File: src/design/dsr_pkg.sv
package dsr_pkg;

  // channel counts
  localparam int DSR_CH      = 8;
  localparam int DSR_HALF    = 4;
  localparam int DSR_WRAP_W  = 3;

  // register bus
  localparam int DSR_ADDR_W  = 8;
  localparam int DSR_DATA_W  = 32;

  // word offsets (byte addresses)
  localparam logic [7:0] DSR_OFF_CTRL   = 8'h00;
  localparam logic [7:0] DSR_OFF_BYPASS = 8'h04;
  localparam logic [7:0] DSR_OFF_IOMAP  = 8'h08;
  localparam logic [7:0] DSR_OFF_STATUS = 8'h0c;

  // control word field positions
  localparam int DSR_CTRL_CMD_LSB    = 0;
  localparam int DSR_CTRL_STYLE_A    = 2;
  localparam int DSR_CTRL_STYLE_B    = 3;
  localparam int DSR_CTRL_LINK       = 4;
  localparam int DSR_CTRL_WRAP_A_LSB = 8;
  localparam int DSR_CTRL_WRAP_B_LSB = 12;

  // status word field positions
  localparam int DSR_STAT_REQ_LSB    = 0;
  localparam int DSR_STAT_CNT_A_LSB  = 8;
  localparam int DSR_STAT_CNT_B_LSB  = 12;
  localparam int DSR_STAT_LOCK       = 16;

  // reset values
  localparam logic [1:0] DSR_RST_CMD    = 2'h0;
  localparam logic [2:0] DSR_RST_WRAP   = 3'h0;
  localparam logic [7:0] DSR_RST_BYPASS = 8'h00;
  localparam logic [7:0] DSR_RST_IOMAP  = 8'h00;
  localparam logic [7:0] DSR_RST_PIN    = 8'hff;

  // circuit bases
  localparam logic [2:0] DSR_BASE_A     = 3'h0;
  localparam logic [2:0] DSR_BASE_B     = 3'h4;

  // channels whose own input sets their own line directly
  localparam logic [7:0] DSR_OWN_SET_MASK = 8'hee;

  typedef enum logic [1:0]
  {
    DSR_CMD_RUN     = 2'b00,
    DSR_CMD_SET     = 2'b01,
    DSR_CMD_CLR     = 2'b10,
    DSR_CMD_CNT_CLR = 2'b11
  } dsr_cmd_t;

endpackage

File: src/design/dsr_router.sv
// Functional notes
// - circuit A serves channels 3..0, circuit B serves channels 7..4.
// - each circuit has own 3-bit limit and style; one shared command.
// - bypass bit set drives request n straight from inverted input n.
// - bypass bit clear routes request n through the scan circuit.
// - input n asserts request n; inputs 0 and 4 follow the scan mode.
// - style 0, memory-mapped: request drops only when input withdrawn.
// - style 0, I/O-mapped: drops on withdrawal or transfer, first wins.
// - style 1, I/O-mapped: drops only on transfer; memory-mapped illegal.
// - I/O-mapped request drops as soon as servicing begins.
// - cyclic style steps to next line on each scan-input assertion.
// - parallel style asserts all lines up to limit at once.
// - command 00 and limits 000 give one-to-one routing.
// - cyclic limits 001, 011, linked 111 cycle over 1..0, 3..0, 7..0.
// - parallel limits drive 1..0, 3..0, or linked 4..0, 5..0, 7..0.
// - commands 01 and 10 set or clear the line named by limit.
// - command 11 with limit 000 clears that circuit's counter.
// - circuit B runs from input 4, or from input 0 when linked.
// - nonzero command keeps the controller locked off the bus.
`timescale 1ns/100ps
`default_nettype none

module dsr_router
#(
  parameter int CH = dsr_pkg::DSR_CH
)
(
  // clock and reset
  input  wire logic                           i_clk_sys,
  input  wire logic                           i_sys_rst,
  // register port
  input  wire logic [dsr_pkg::DSR_ADDR_W-1:0] i_reg_addr,
  input  wire logic [dsr_pkg::DSR_DATA_W-1:0] i_reg_wdata,
  input  wire logic                           i_reg_wr,
  input  wire logic                           i_reg_rd,
  output var  logic [dsr_pkg::DSR_DATA_W-1:0] o_reg_rdata,
  // requesting devices, active low pins
  input  wire logic [CH-1:0]                  i_ext_request_in_n,
  // dma controller side
  input  wire logic [CH-1:0]                  i_xfer_start,
  output var  logic [CH-1:0]                  o_ctrl_request_out,
  output var  logic                           o_bus_lock
);

  // control registers
  logic [1:0]    cmd_r;
  logic          scan_a_style_r;
  logic          scan_b_style_r;
  logic          link_scan_halves_r;
  logic [2:0]    scan_a_wrap_value_r;
  logic [2:0]    scan_b_wrap_value_r;
  logic [CH-1:0] bypass_r;
  logic [CH-1:0] io_mapped_r;

  // request path
  logic [CH-1:0] pin_lvl;
  logic [CH-1:0] req;
  logic [CH-1:0] req_prev_r;
  logic [CH-1:0] req_rise;
  logic [CH-1:0] latch_r;
  logic [CH-1:0] latch_nxt;
  logic [CH-1:0] scan_src_r;
  logic [CH-1:0] cmd_hold_r;
  logic [CH-1:0] line_style;
  logic [CH-1:0] src_lvl;
  logic [CH-1:0] set_vec;
  logic [CH-1:0] clr_vec;
  logic [CH-1:0] hit_vec;
  logic [CH-1:0] cmd_set_vec;
  logic [CH-1:0] cmd_clr_vec;
  logic [CH-1:0] withdraw;
  logic [CH-1:0] serviced;

  // scan circuit wiring
  logic          trig_a;
  logic          trig_b;
  logic          src_a_lvl;
  logic          src_b_lvl;
  logic [2:0]    cnt_base_b;
  logic [3:0]    hit_a;
  logic [3:0]    hit_b;
  logic [3:0]    cset_a;
  logic [3:0]    cset_b;
  logic [3:0]    cclr_a;
  logic [3:0]    cclr_b;
  logic [2:0]    cnt_a;
  logic [2:0]    cnt_b;

  logic [dsr_pkg::DSR_DATA_W-1:0] rd_mux;

  // register writes
  always_ff @(posedge i_clk_sys)
  begin
    if (i_sys_rst)
    begin
      cmd_r               <= dsr_pkg::DSR_RST_CMD;
      scan_a_style_r      <= 1'b0;
      scan_b_style_r      <= 1'b0;
      link_scan_halves_r  <= 1'b0;
      scan_a_wrap_value_r <= dsr_pkg::DSR_RST_WRAP;
      scan_b_wrap_value_r <= dsr_pkg::DSR_RST_WRAP;
    end
    else if (i_reg_wr && (i_reg_addr == dsr_pkg::DSR_OFF_CTRL))
    begin
      cmd_r <= i_reg_wdata[dsr_pkg::DSR_CTRL_CMD_LSB +: 2];
      scan_a_style_r <= i_reg_wdata[dsr_pkg::DSR_CTRL_STYLE_A];
      scan_b_style_r <= i_reg_wdata[dsr_pkg::DSR_CTRL_STYLE_B];
      link_scan_halves_r <= i_reg_wdata[dsr_pkg::DSR_CTRL_LINK];
      scan_a_wrap_value_r <= i_reg_wdata[dsr_pkg::DSR_CTRL_WRAP_A_LSB +: 3];
      scan_b_wrap_value_r <= i_reg_wdata[dsr_pkg::DSR_CTRL_WRAP_B_LSB +: 3];
    end
  end

  always_ff @(posedge i_clk_sys)
  begin
    if (i_sys_rst)
      bypass_r <= dsr_pkg::DSR_RST_BYPASS;
    else if (i_reg_wr && (i_reg_addr == dsr_pkg::DSR_OFF_BYPASS))
      bypass_r <= i_reg_wdata[CH-1:0];
  end

  // requester mapping: 1 = I/O mapped, 0 = memory mapped
  always_ff @(posedge i_clk_sys)
  begin
    if (i_sys_rst)
      io_mapped_r <= dsr_pkg::DSR_RST_IOMAP;
    else if (i_reg_wr && (i_reg_addr == dsr_pkg::DSR_OFF_IOMAP))
      io_mapped_r <= i_reg_wdata[CH-1:0];
  end

  // register reads, data valid only in the following cycle
  always_comb
  begin
    rd_mux = '0;
    case (i_reg_addr)
      dsr_pkg::DSR_OFF_CTRL:
      begin
        rd_mux[dsr_pkg::DSR_CTRL_CMD_LSB +: 2] = cmd_r;
        rd_mux[dsr_pkg::DSR_CTRL_STYLE_A] = scan_a_style_r;
        rd_mux[dsr_pkg::DSR_CTRL_STYLE_B] = scan_b_style_r;
        rd_mux[dsr_pkg::DSR_CTRL_LINK] = link_scan_halves_r;
        rd_mux[dsr_pkg::DSR_CTRL_WRAP_A_LSB +: 3] = scan_a_wrap_value_r;
        rd_mux[dsr_pkg::DSR_CTRL_WRAP_B_LSB +: 3] = scan_b_wrap_value_r;
      end
      dsr_pkg::DSR_OFF_BYPASS:
        rd_mux[CH-1:0] = bypass_r;
      dsr_pkg::DSR_OFF_IOMAP:
        rd_mux[CH-1:0] = io_mapped_r;
      dsr_pkg::DSR_OFF_STATUS:
      begin
        rd_mux[dsr_pkg::DSR_STAT_REQ_LSB +: CH] = o_ctrl_request_out;
        rd_mux[dsr_pkg::DSR_STAT_CNT_A_LSB +: 3] = cnt_a;
        rd_mux[dsr_pkg::DSR_STAT_CNT_B_LSB +: 3] = cnt_b;
        rd_mux[dsr_pkg::DSR_STAT_LOCK] = o_bus_lock;
      end
      default:
        rd_mux = '0;
    endcase
  end

  always_ff @(posedge i_clk_sys)
  begin
    if (i_sys_rst)
      o_reg_rdata <= '0;
    else
      o_reg_rdata <= i_reg_rd ? rd_mux : '0;
  end

  // pins come from outside the clock domain
  dsr_sync3
  #(
    .W       (CH),
    .RST_VAL (dsr_pkg::DSR_RST_PIN)
  )
  u_pin_sync
  (
    .i_clk_sys (i_clk_sys),
    .i_sys_rst (i_sys_rst),
    .i_async   (i_ext_request_in_n),
    .o_level   (pin_lvl)
  );

  assign req = ~pin_lvl;

  always_ff @(posedge i_clk_sys)
  begin
    if (i_sys_rst)
      req_prev_r <= '0;
    else
      req_prev_r <= req;
  end

  assign req_rise = req & ~req_prev_r;

  // linking feeds input 0 into circuit B in place of input 4
  assign trig_a     = req_rise[0];
  assign trig_b     = link_scan_halves_r ? req_rise[0]
                                         : req_rise[4];
  assign src_a_lvl  = req[0];
  assign src_b_lvl  = link_scan_halves_r ? req[0] : req[4];
  assign cnt_base_b = link_scan_halves_r ? dsr_pkg::DSR_BASE_B
                                         : dsr_pkg::DSR_BASE_A;

  dsr_scan
  #(
    .CH_BASE (dsr_pkg::DSR_BASE_A)
  )
  u_scan_a
  (
    .i_clk_sys  (i_clk_sys),
    .i_sys_rst  (i_sys_rst),
    .i_cmd      (cmd_r),
    .i_style    (scan_a_style_r),
    .i_wrap     (scan_a_wrap_value_r),
    .i_cnt_base (dsr_pkg::DSR_BASE_A),
    .i_trig     (trig_a),
    .o_hit      (hit_a),
    .o_cmd_set  (cset_a),
    .o_cmd_clr  (cclr_a),
    .o_cnt      (cnt_a)
  );

  dsr_scan
  #(
    .CH_BASE (dsr_pkg::DSR_BASE_B)
  )
  u_scan_b
  (
    .i_clk_sys  (i_clk_sys),
    .i_sys_rst  (i_sys_rst),
    .i_cmd      (cmd_r),
    .i_style    (scan_b_style_r),
    .i_wrap     (scan_b_wrap_value_r),
    .i_cnt_base (cnt_base_b),
    .i_trig     (trig_b),
    .o_hit      (hit_b),
    .o_cmd_set  (cset_b),
    .o_cmd_clr  (cclr_b),
    .o_cnt      (cnt_b)
  );

  // circuit A owns the low half, B the high half
  assign hit_vec     = {hit_b, hit_a};
  assign cmd_set_vec = {cset_b, cset_a};
  assign cmd_clr_vec = {cclr_b, cclr_a};
  assign line_style  = {{4{scan_b_style_r}}, {4{scan_a_style_r}}};

  // level that keeps a line up: scan input for scan-set lines
  always_comb
  begin
    for (int n = 0; n < CH; n++)
    begin
      if (!scan_src_r[n])
        src_lvl[n] = req[n];
      else if (n < 4)
        src_lvl[n] = src_a_lvl;
      else
        src_lvl[n] = src_b_lvl;
    end
  end

  // own inputs other than inputs 0 and 4 set their own line
  assign set_vec = hit_vec | cmd_set_vec
                 | (req_rise & dsr_pkg::DSR_OWN_SET_MASK);

  // withdrawal only counts with style clear; style set waits for service
  assign withdraw = ~line_style & ~cmd_hold_r & ~src_lvl;
  // I/O requesters drop as soon as the controller starts on them
  assign serviced = i_xfer_start & (io_mapped_r | line_style);

  // style set with memory mapping is illegal; it behaves as I/O mapped
  assign clr_vec = withdraw | serviced | cmd_clr_vec;

  // a new set wins over a clear in the same cycle
  assign latch_nxt = set_vec | (latch_r & ~clr_vec);

  always_ff @(posedge i_clk_sys)
  begin
    if (i_sys_rst)
      latch_r <= '0;
    else
      latch_r <= latch_nxt;
  end

  always_ff @(posedge i_clk_sys)
  begin
    if (i_sys_rst)
      scan_src_r <= '0;
    else
      scan_src_r <= (scan_src_r & ~set_vec) | hit_vec;
  end

  // software-set lines ignore input withdrawal
  always_ff @(posedge i_clk_sys)
  begin
    if (i_sys_rst)
      cmd_hold_r <= '0;
    else
      cmd_hold_r <= (cmd_hold_r & ~set_vec & ~clr_vec) | cmd_set_vec;
  end

  // bypassed channels skip the scan logic entirely
  always_ff @(posedge i_clk_sys)
  begin
    if (i_sys_rst)
      o_ctrl_request_out <= '0;
    else
      o_ctrl_request_out <= (bypass_r & req)
                          | (~bypass_r & latch_r);
  end

  // limit holds a parameter, not a wrap value, while a command is up
  always_ff @(posedge i_clk_sys)
  begin
    if (i_sys_rst)
      o_bus_lock <= 1'b0;
    else
      o_bus_lock <= (cmd_r != dsr_pkg::DSR_CMD_RUN);
  end

endmodule

`default_nettype wire

File: src/design/dsr_scan.sv
`timescale 1ns/100ps
`default_nettype none

module dsr_scan
#(
  parameter logic [2:0] CH_BASE = 3'h0
)
(
  // clock and reset
  input  wire logic       i_clk_sys,
  input  wire logic       i_sys_rst,
  // settings
  input  wire logic [1:0] i_cmd,
  input  wire logic       i_style,
  input  wire logic [2:0] i_wrap,
  input  wire logic [2:0] i_cnt_base,
  // scan input rising edge
  input  wire logic       i_trig,
  // line actions for this cycle
  output logic      [3:0] o_hit,
  output logic      [3:0] o_cmd_set,
  output logic      [3:0] o_cmd_clr,
  // counter
  output var  logic [2:0] o_cnt
);

  logic       run;
  logic       own_idx;
  logic [2:0] idx;

  assign run     = (i_cmd == dsr_pkg::DSR_CMD_RUN);
  assign own_idx = (i_wrap[2] == CH_BASE[2]);

  always_comb
  begin
    idx = 3'h0;
    o_hit = 4'h0;
    o_cmd_set = 4'h0;
    o_cmd_clr = 4'h0;
    for (int i = 0; i < 4; i++)
    begin
      idx = 3'(i) + i_cnt_base;
      if (run && i_trig)
      begin
        if (i_style)
          o_hit[i] = (3'(i) <= i_wrap);
        else
          o_hit[i] = (o_cnt == idx);
      end
      // limit field carries a line number here
      if (own_idx && (i_wrap[1:0] == 2'(i)))
      begin
        o_cmd_set[i] = (i_cmd == dsr_pkg::DSR_CMD_SET);
        o_cmd_clr[i] = (i_cmd == dsr_pkg::DSR_CMD_CLR);
      end
    end
  end

  always_ff @(posedge i_clk_sys)
  begin
    if (i_sys_rst)
      o_cnt <= 3'h0;
    else if ((i_cmd == dsr_pkg::DSR_CMD_CNT_CLR) && (i_wrap == 3'h0))
      o_cnt <= 3'h0;
    else if (run && i_trig && !i_style)
      o_cnt <= (o_cnt >= i_wrap) ? 3'h0 : o_cnt + 3'h1;
  end

endmodule

`default_nettype wire

File: src/design/dsr_sync3.sv
`timescale 1ns/100ps
`default_nettype none

module dsr_sync3
#(
  parameter int         W       = 8,
  parameter logic [7:0] RST_VAL = 8'hff
)
(
  // clock and reset
  input  wire logic         i_clk_sys,
  input  wire logic         i_sys_rst,
  // asynchronous level in, filtered level out
  input  wire logic [W-1:0] i_async,
  output var  logic [W-1:0] o_level
);

  logic [W-1:0] s1_r;
  logic [W-1:0] s2_r;
  logic [W-1:0] s3_r;

  always_ff @(posedge i_clk_sys)
  begin
    if (i_sys_rst)
    begin
      s1_r <= RST_VAL[W-1:0];
      s2_r <= RST_VAL[W-1:0];
      s3_r <= RST_VAL[W-1:0];
    end
    else
    begin
      s1_r <= i_async;
      s2_r <= s1_r;
      s3_r <= s2_r;
    end
  end

  // a bit moves only once stages two and three agree
  always_ff @(posedge i_clk_sys)
  begin
    if (i_sys_rst)
      o_level <= RST_VAL[W-1:0];
    else
      o_level <= (s2_r & ~(s2_r ^ s3_r)) | (o_level & (s2_r ^ s3_r));
  end

endmodule

`default_nettype wire
File: config.mk
export PLATFORM = sky130hd
export DESIGN_NAME = dsr_router
export DESIGN_NICKNAME = d
export VERILOG_FILES = /design/src/design/dsr_pkg.sv /design/src/design/dsr_router.sv /design/src/design/dsr_scan.sv /design/src/design/dsr_sync3.sv
export SDC_FILE = /design/constraint.sdc
export NUM_CORES = 1
export LEC_CHECK = 0
export ABC_CLOCK_PERIOD_IN_PS = 3300
export BUFFER_PORTS_ARGS = -buffer_cell sky130_fd_sc_hd__buf_4
export CORE_ASPECT_RATIO = 1.75
export CORE_UTILIZATION = 50
export DETAILED_ROUTE_END_ITERATION = 10
export PLACE_DENSITY = 0.8
export SYNTH_ARGS = -nofsm -noshare
export SYNTH_HDL_FRONTEND = slang
export SYNTH_SLANG_ARGS = --single-unit
File: constraint.sdc
create_clock -name i_clk_sys -period 3.3 [get_ports i_clk_sys]
set_input_delay 0.66 -clock i_clk_sys [delete_from_list [all_inputs] [get_ports i_clk_sys]]
set_output_delay 0.66 -clock i_clk_sys [all_outputs]
set_load 0.05 [all_outputs]
---- Word level (Yosys, flattened, before mapping) ----
Cells that the tools add are included.
storage, ports and cells
  bits of input ports ..................... 60
  logic and storage cells ................. 171
  output and inout bits ................... 41
  register bits after elaboration ......... 138
cells by class
  equality and inequality tests ........... 19
  bitwise logic cells ..................... 35
  multiplexer cells ....................... 48
  order comparisons ....................... 10
  $add $sub $neg .......................... 5
  reductions and logical operators ........ 31
operators with widths
  cell                   number
  $and A8 B8 Y8          12
  $or A8 B8 Y8           10
  $not A8 Y8             9
  $mux W1                41
  $pmux W5 S4            1
  $logic_and A1 B1 Y1    17
  $eq A8 B4 Y1 const B   2
  $eq A2 B2 Y1 const B   6
  $eq A3 B3 Y1           4
  $le A1 B3 Y1 const A   4
  $le A2 B3 Y1 const A   4
  $pmux W3 S2            2
  $logic_not A3 Y1       3
  $mux W3                3
  $pmux W3 S3            1
  $eq A8 B3 Y1 const B   1
  $logic_not A8 Y1       1
  $xor A8 B8 Y8          1
  $add A2 B3 Y3 const A  2
  $add A3 B1 Y3 const B  2
  $eq A2 B1 Y1 const B   3
  $eq A3 B2 Y1 const B   2
  $ge A3 B3 Y1           2
  $logic_not A2 Y1       3
  7 further kinds        12

---- Logic depth before layout (Yosys ltp) ----
  depth in word-level cells ............... 11
  depth in mapped cells ................... 7
  mapped depth without buffers ............ 7

---- Hierarchy ----
From an unflattened synthesis, not the netlist that was laid out.
second synthesis, totals
  cells, all modules ...................... 581
  area total of the unflattened synthesis .. 5,383.9 µm²
by module, submodules not included
  module               area each (µm²)  cells each  times used
  dsr_router           3,467.1          364         1
  dsr_sync3            954.7            84          1
  dsr_scan (u_scan_a)  493.0            69          1
  dsr_scan (u_scan_b)  469.2            64          1

---- Worst setup path after synthesis ----
Ideal clock, no wire load.
  path type ............................... input to register
  from .................................... input i_reg_addr[5] in the netlist's numbering
  to ...................................... register bypass_r[0]
  arrival time ............................ 1,991 ps
  cell stages on the path ................. 5
  slack ................................... 1,181 ps
  data required time ...................... 3,172 ps
  path buffers ............................ 0
  cell sequence ........................... or4_4 -> nor3_4 -> nand3_2 -> mux2i_1 -> nor2_1
between the ends
  word-level cells in the longest chain between the ends .. 2
RTL lines
  what                  line               text
  from (decl)           dsr_router.sv:32   input wire logic [dsr_pkg::DSR_ADDR_W-1:0] i_reg_addr,
  $eq A8 B3 Y1          dsr_router.sv:118  else if (i_reg_wr && (i_reg_addr == dsr_pkg::DSR_OFF_BYPASS))
  $logic_and A1 B1 Y1   dsr_router.sv:118
  to (signal assigned)  dsr_router.sv:117  bypass_r <= dsr_pkg::DSR_RST_BYPASS;
  to (signal assigned)  dsr_router.sv:119  bypass_r <= i_reg_wdata[CH-1:0];
  to (decl)             dsr_router.sv:52   logic [CH-1:0] bypass_r;
No other way between the ends.
A chain may end at the register's enable or synchronous reset.

---- Final worst setup path ----
  from .................................... input i_reg_addr[5] in the netlist's numbering
  to ...................................... register scan_b_wrap_value_r[0]
between the ends
  word-level cells in the longest chain between the ends .. 2
RTL lines
  what                  line               text
  $logic_not A8 Y1      dsr_router.sv:103  else if (i_reg_wr && (i_reg_addr == dsr_pkg::DSR_OFF_CTRL))
  $logic_and A1 B1 Y1   dsr_router.sv:103
  to (signal assigned)  dsr_router.sv:101  scan_b_wrap_value_r <= dsr_pkg::DSR_RST_WRAP;
  to (signal assigned)  dsr_router.sv:110  scan_b_wrap_value_r <= i_reg_wdata[dsr_pkg::DSR_CTRL_WRAP_B_LSB +: 3];
  to (decl)             dsr_router.sv:51   logic [2:0] scan_b_wrap_value_r;
No other way between the ends.

==> metrics.txt <==
critical setup path kind primary input to flop; result of the run finished clean; Clock Latency Late Sink 0.41 ns; clock sink total 120; post-detailed-route DRC marker count 0; CP Capture Point scan_b_wrap_value_r[0]$_SDFFE_PP0P_; routed vias/inst between 5 and 6; unique cell type count in the Yosys netlist 50; depth of the worst hold-timing path 1; area growth from synthesis to layout 23.2%; Final HPWL DP around 8200 microns; count of inserted antenna diode cells 0; Avg Synthesized Cell Area ~9.3 sq um; Crit Path Max Fanout 11; final global-route overflow total 0; Critical R2R Launch cmd_r[0]$_SDFFE_PP0P_; I/O Buffers 65; setup TNS 0 ns; leading area contributor after synthesis dfxtp_1; PD cells between 600 and 700 mW/mm^2; Leakage 2.69 nW; Net Switching roughly 730 uW; class of the worst hold path flop to flop; Synth top area share a little under half; worst reg2reg path endpoint cmd_hold_r[5]$_SDFF_PP0_; routability congestion estimate roughly 0.86; area used by multi-input combinational logic ~0.0025 sq mm; NumNets Final approximately 680; ranking of synthesized cells by area dfxtp_1, mux2i_1, nor2_1, a21oi_1, ha_1; vias after detailed routing between 4000 and 5000; Post-Synthesis Cell Area about 0.0051 sq mm; remaining number of nets flagged by the antenna check after routing 0; number of cells on the worst reg-to-reg path 5; worst setup path startpoint i_reg_addr[5]; required time of the worst setup path approximately 3.6 ns; post-detailed-routing wire length roughly 12000 microns; most instantiated cells after synthesis dfxtp_1, nor2_1, mux2i_1, a21oi_1, clkbuf_1; die width approximately 79 microns; die area approximately 0.011 sq mm; predominant post-synthesis flop cell dfxtp_1; row count between 40 and 50; worst-case setup margin in the final layout 1.10 ns; clock tree buffer depth 2; number of synthesized register bits 120; critical path endpoint category flop; total of warnings raised by yosys 0; number of post-CTS setup repair buffers 0; TritonCTS clock tree yes; CTS root buf clkbuf_16; final worst hold slack between 0.4 and 0.5 ns; relative contribution of combinational cells to total power under 10%; Final Skew 0.00729 ns; internal portion of total power just over 3 mW; I/O pin count around 100; pin count of the biggest net entering global routing 58; via count of the first global-routing pass 4040; fraction of the yosys area taken by sequential cells 46.7%; setup repair after global routing missed its margin false; actual slew at the worst max-slew pin between 0.7 and 0.8 ns; final-report setup violation count 0; routed wirelength normalized by instance count about 16 microns; Max Cap Viol 0; pre-CTS setup slack around 0.7 ns; final count of pins violating max slew 0; worst vdd rail ir drop between 0.0005 and 0.0006 V; Setup crit start kind primary input; maximum level of the CTS H-tree 4; endpoint arrival time on the critical path roughly 2.5 ns; fraction of power consumed by sequential logic 38.5%; most numerous cell in the Yosys netlist dfxtp_1; wire length of the first global-routing pass between 15000 and 20000 microns; cts-stage hold buffer count 0; TritonRoute pass-1 iters 5; initial core utilization 51.9%; number of antenna violations at the first check in global routing 0; Final Instance Area around 0.0063 sq mm; series of cell instances along the critical path buf_4 -> or4_4 -> nor3_4 -> nand3_2 -> mux2i_1 -> nor2_1; cts bufs inserted 17; total count of hold-check failures in the final report 0; number of enable flip-flop cells after synthesis 0; switching share of total power a little under a fifth; cell with the largest stage delay on the worst path or4_4; Highest Clock Rate 455 MHz; instance area at placement between 0.005 and 0.006 sq mm; portion of total power attributed to the clock network between 50% and 60%; headroom to the max-slew limit between 50% and 60%; R2R Setup Slk 1.34 ns; fraction of the cycle the final worst path needs around two thirds; min Tclk post-route 2.20 ns; final design utilization 63.9%; drt first-iter violations approximately 320; share of cells above drive strength 1 between 20% and 30%; Layout fillers 810; gr usage total 23.1%; CTS clock-pin slew for the worst setup and hold paths around 0.05 ns; delay of the slowest cell on the worst path between 0.5 and 0.6 ns; storage element area 0.00240 sq mm; Die Y around 140 microns; fraction of registers with async set or reset after synthesis 0%; post-synthesis instance total around 560; post-CTS sizing 0; Std-Cell Core Area around 0.0099 sq mm
placed cells by master (no fill, tap or decap), drive strengths merged, types with 15 or more instances in the layout:
cell type | netlist | layout
dfxtp | 120 | 120
clkbuf | 29 | 21
conb | 1 | 17
or2 | 26 | 26
ha | 15 | 15
inv | 20 | 20
mux2i | 43 | 43
buf | 20 | 68
o21ai | 16 | 16
nand2 | 18 | 18
a21oi | 38 | 38
nor2 | 79 | 79
worst min-delay path by stage:
stage                                       start                             to  slack [ns]
floorplan           u_pin_sync.s1_r[0]$_SDFF_PP1_  u_pin_sync.s2_r[0]$_SDFF_PP1_        0.39
global placement    u_pin_sync.s1_r[0]$_SDFF_PP1_  u_pin_sync.s2_r[0]$_SDFF_PP1_        0.39
detailed placement  u_pin_sync.s1_r[0]$_SDFF_PP1_  u_pin_sync.s2_r[0]$_SDFF_PP1_        0.39
CTS                 u_pin_sync.s1_r[4]$_SDFF_PP1_  u_pin_sync.s2_r[4]$_SDFF_PP1_        0.40
global route        u_pin_sync.s1_r[0]$_SDFF_PP1_  u_pin_sync.s2_r[0]$_SDFF_PP1_        0.42
finish              u_pin_sync.s1_r[4]$_SDFF_PP1_  u_pin_sync.s2_r[4]$_SDFF_PP1_        0.40
worst max-delay path, delay by kind of cell:
family | cells | cell delay [ns]
buffers and inverters | 1 | 0.11
muxes | 1 | 0.30
and+or+nand+nor | 4 | 1.40
through the flow:
stage | cells | power (mW)
after floorplan | 571 | 1.60
after global placement | 715 | 1.64
after detailed placement | 715 | 1.64
after CTS | 747 | 3.85
after global routing | 747 | 3.92
final | 747 | 3.82
state kept, by name, indices dropped and copies added, names as in the netlist, named ones only:
signal / count
o_reg_rdata: 15
bypass_r: 8
cmd_hold_r: 8
io_mapped_r: 8
latch_r: 8
o_ctrl_request_out: 8
req_prev_r: 8
u_pin_sync.s1_r: 8
u_pin_sync.s2_r: 8
u_pin_sync.s3_r: 8
scan_src_r: 7
scan_a_wrap_value_r: 3
scan_b_wrap_value_r: 3
u_scan_a.o_cnt: 3
u_scan_b.o_cnt: 3
cmd_r: 2
link_scan_halves_r: 1
o_bus_lock: 1
scan_a_style_r: 1
scan_b_style_r: 1
power by group through the flow:
stage                     Clock, mW  Sequential, mW  Combinational (mW)
final                          2.21            1.47               0.142
after global routing           2.30            1.47               0.151
after CTS                      2.24            1.47               0.142
after detailed placement          0            1.50               0.141
after global placement            0            1.50               0.138
after floorplan                   0            1.50               0.102
area by class of cell:
type | count | area share [%]
Multi-Input combinational cell | 382 | 38.9
Clock inverter | 11 | 3.80
Clock buffer | 21 | 7.59
Tap cell | 125 | 2.47
Inverter | 20 | 1.19
Sequential cell | 120 | 38.0
Timing Repair Buffer | 68 | 8.06
cells by family after synthesis:
group	Yosys count	share of synthesized area [%]
adder cells (fa/ha/maj)	15	3.65
other	1	0.0730
multiplexers	48	9.91
XOR/XNOR	1	0.170
AND/OR/NAND/NOR	181	17.8
flip-flops	120	46.7
AO/OA/AOI/OAI	120	15.2
buffers and inverters	69	6.45
layer usage:
metal  up-vias  share of wire, %  track usage (%)
met5         -                 0                0
met4         0               2.9             12.4
met3        24               5.0             5.23
met2       151                54             41.8
met1      1969                38             24.2
li1       1998                 -                -
Note: power is estimated with default switching activity, not from simulation.
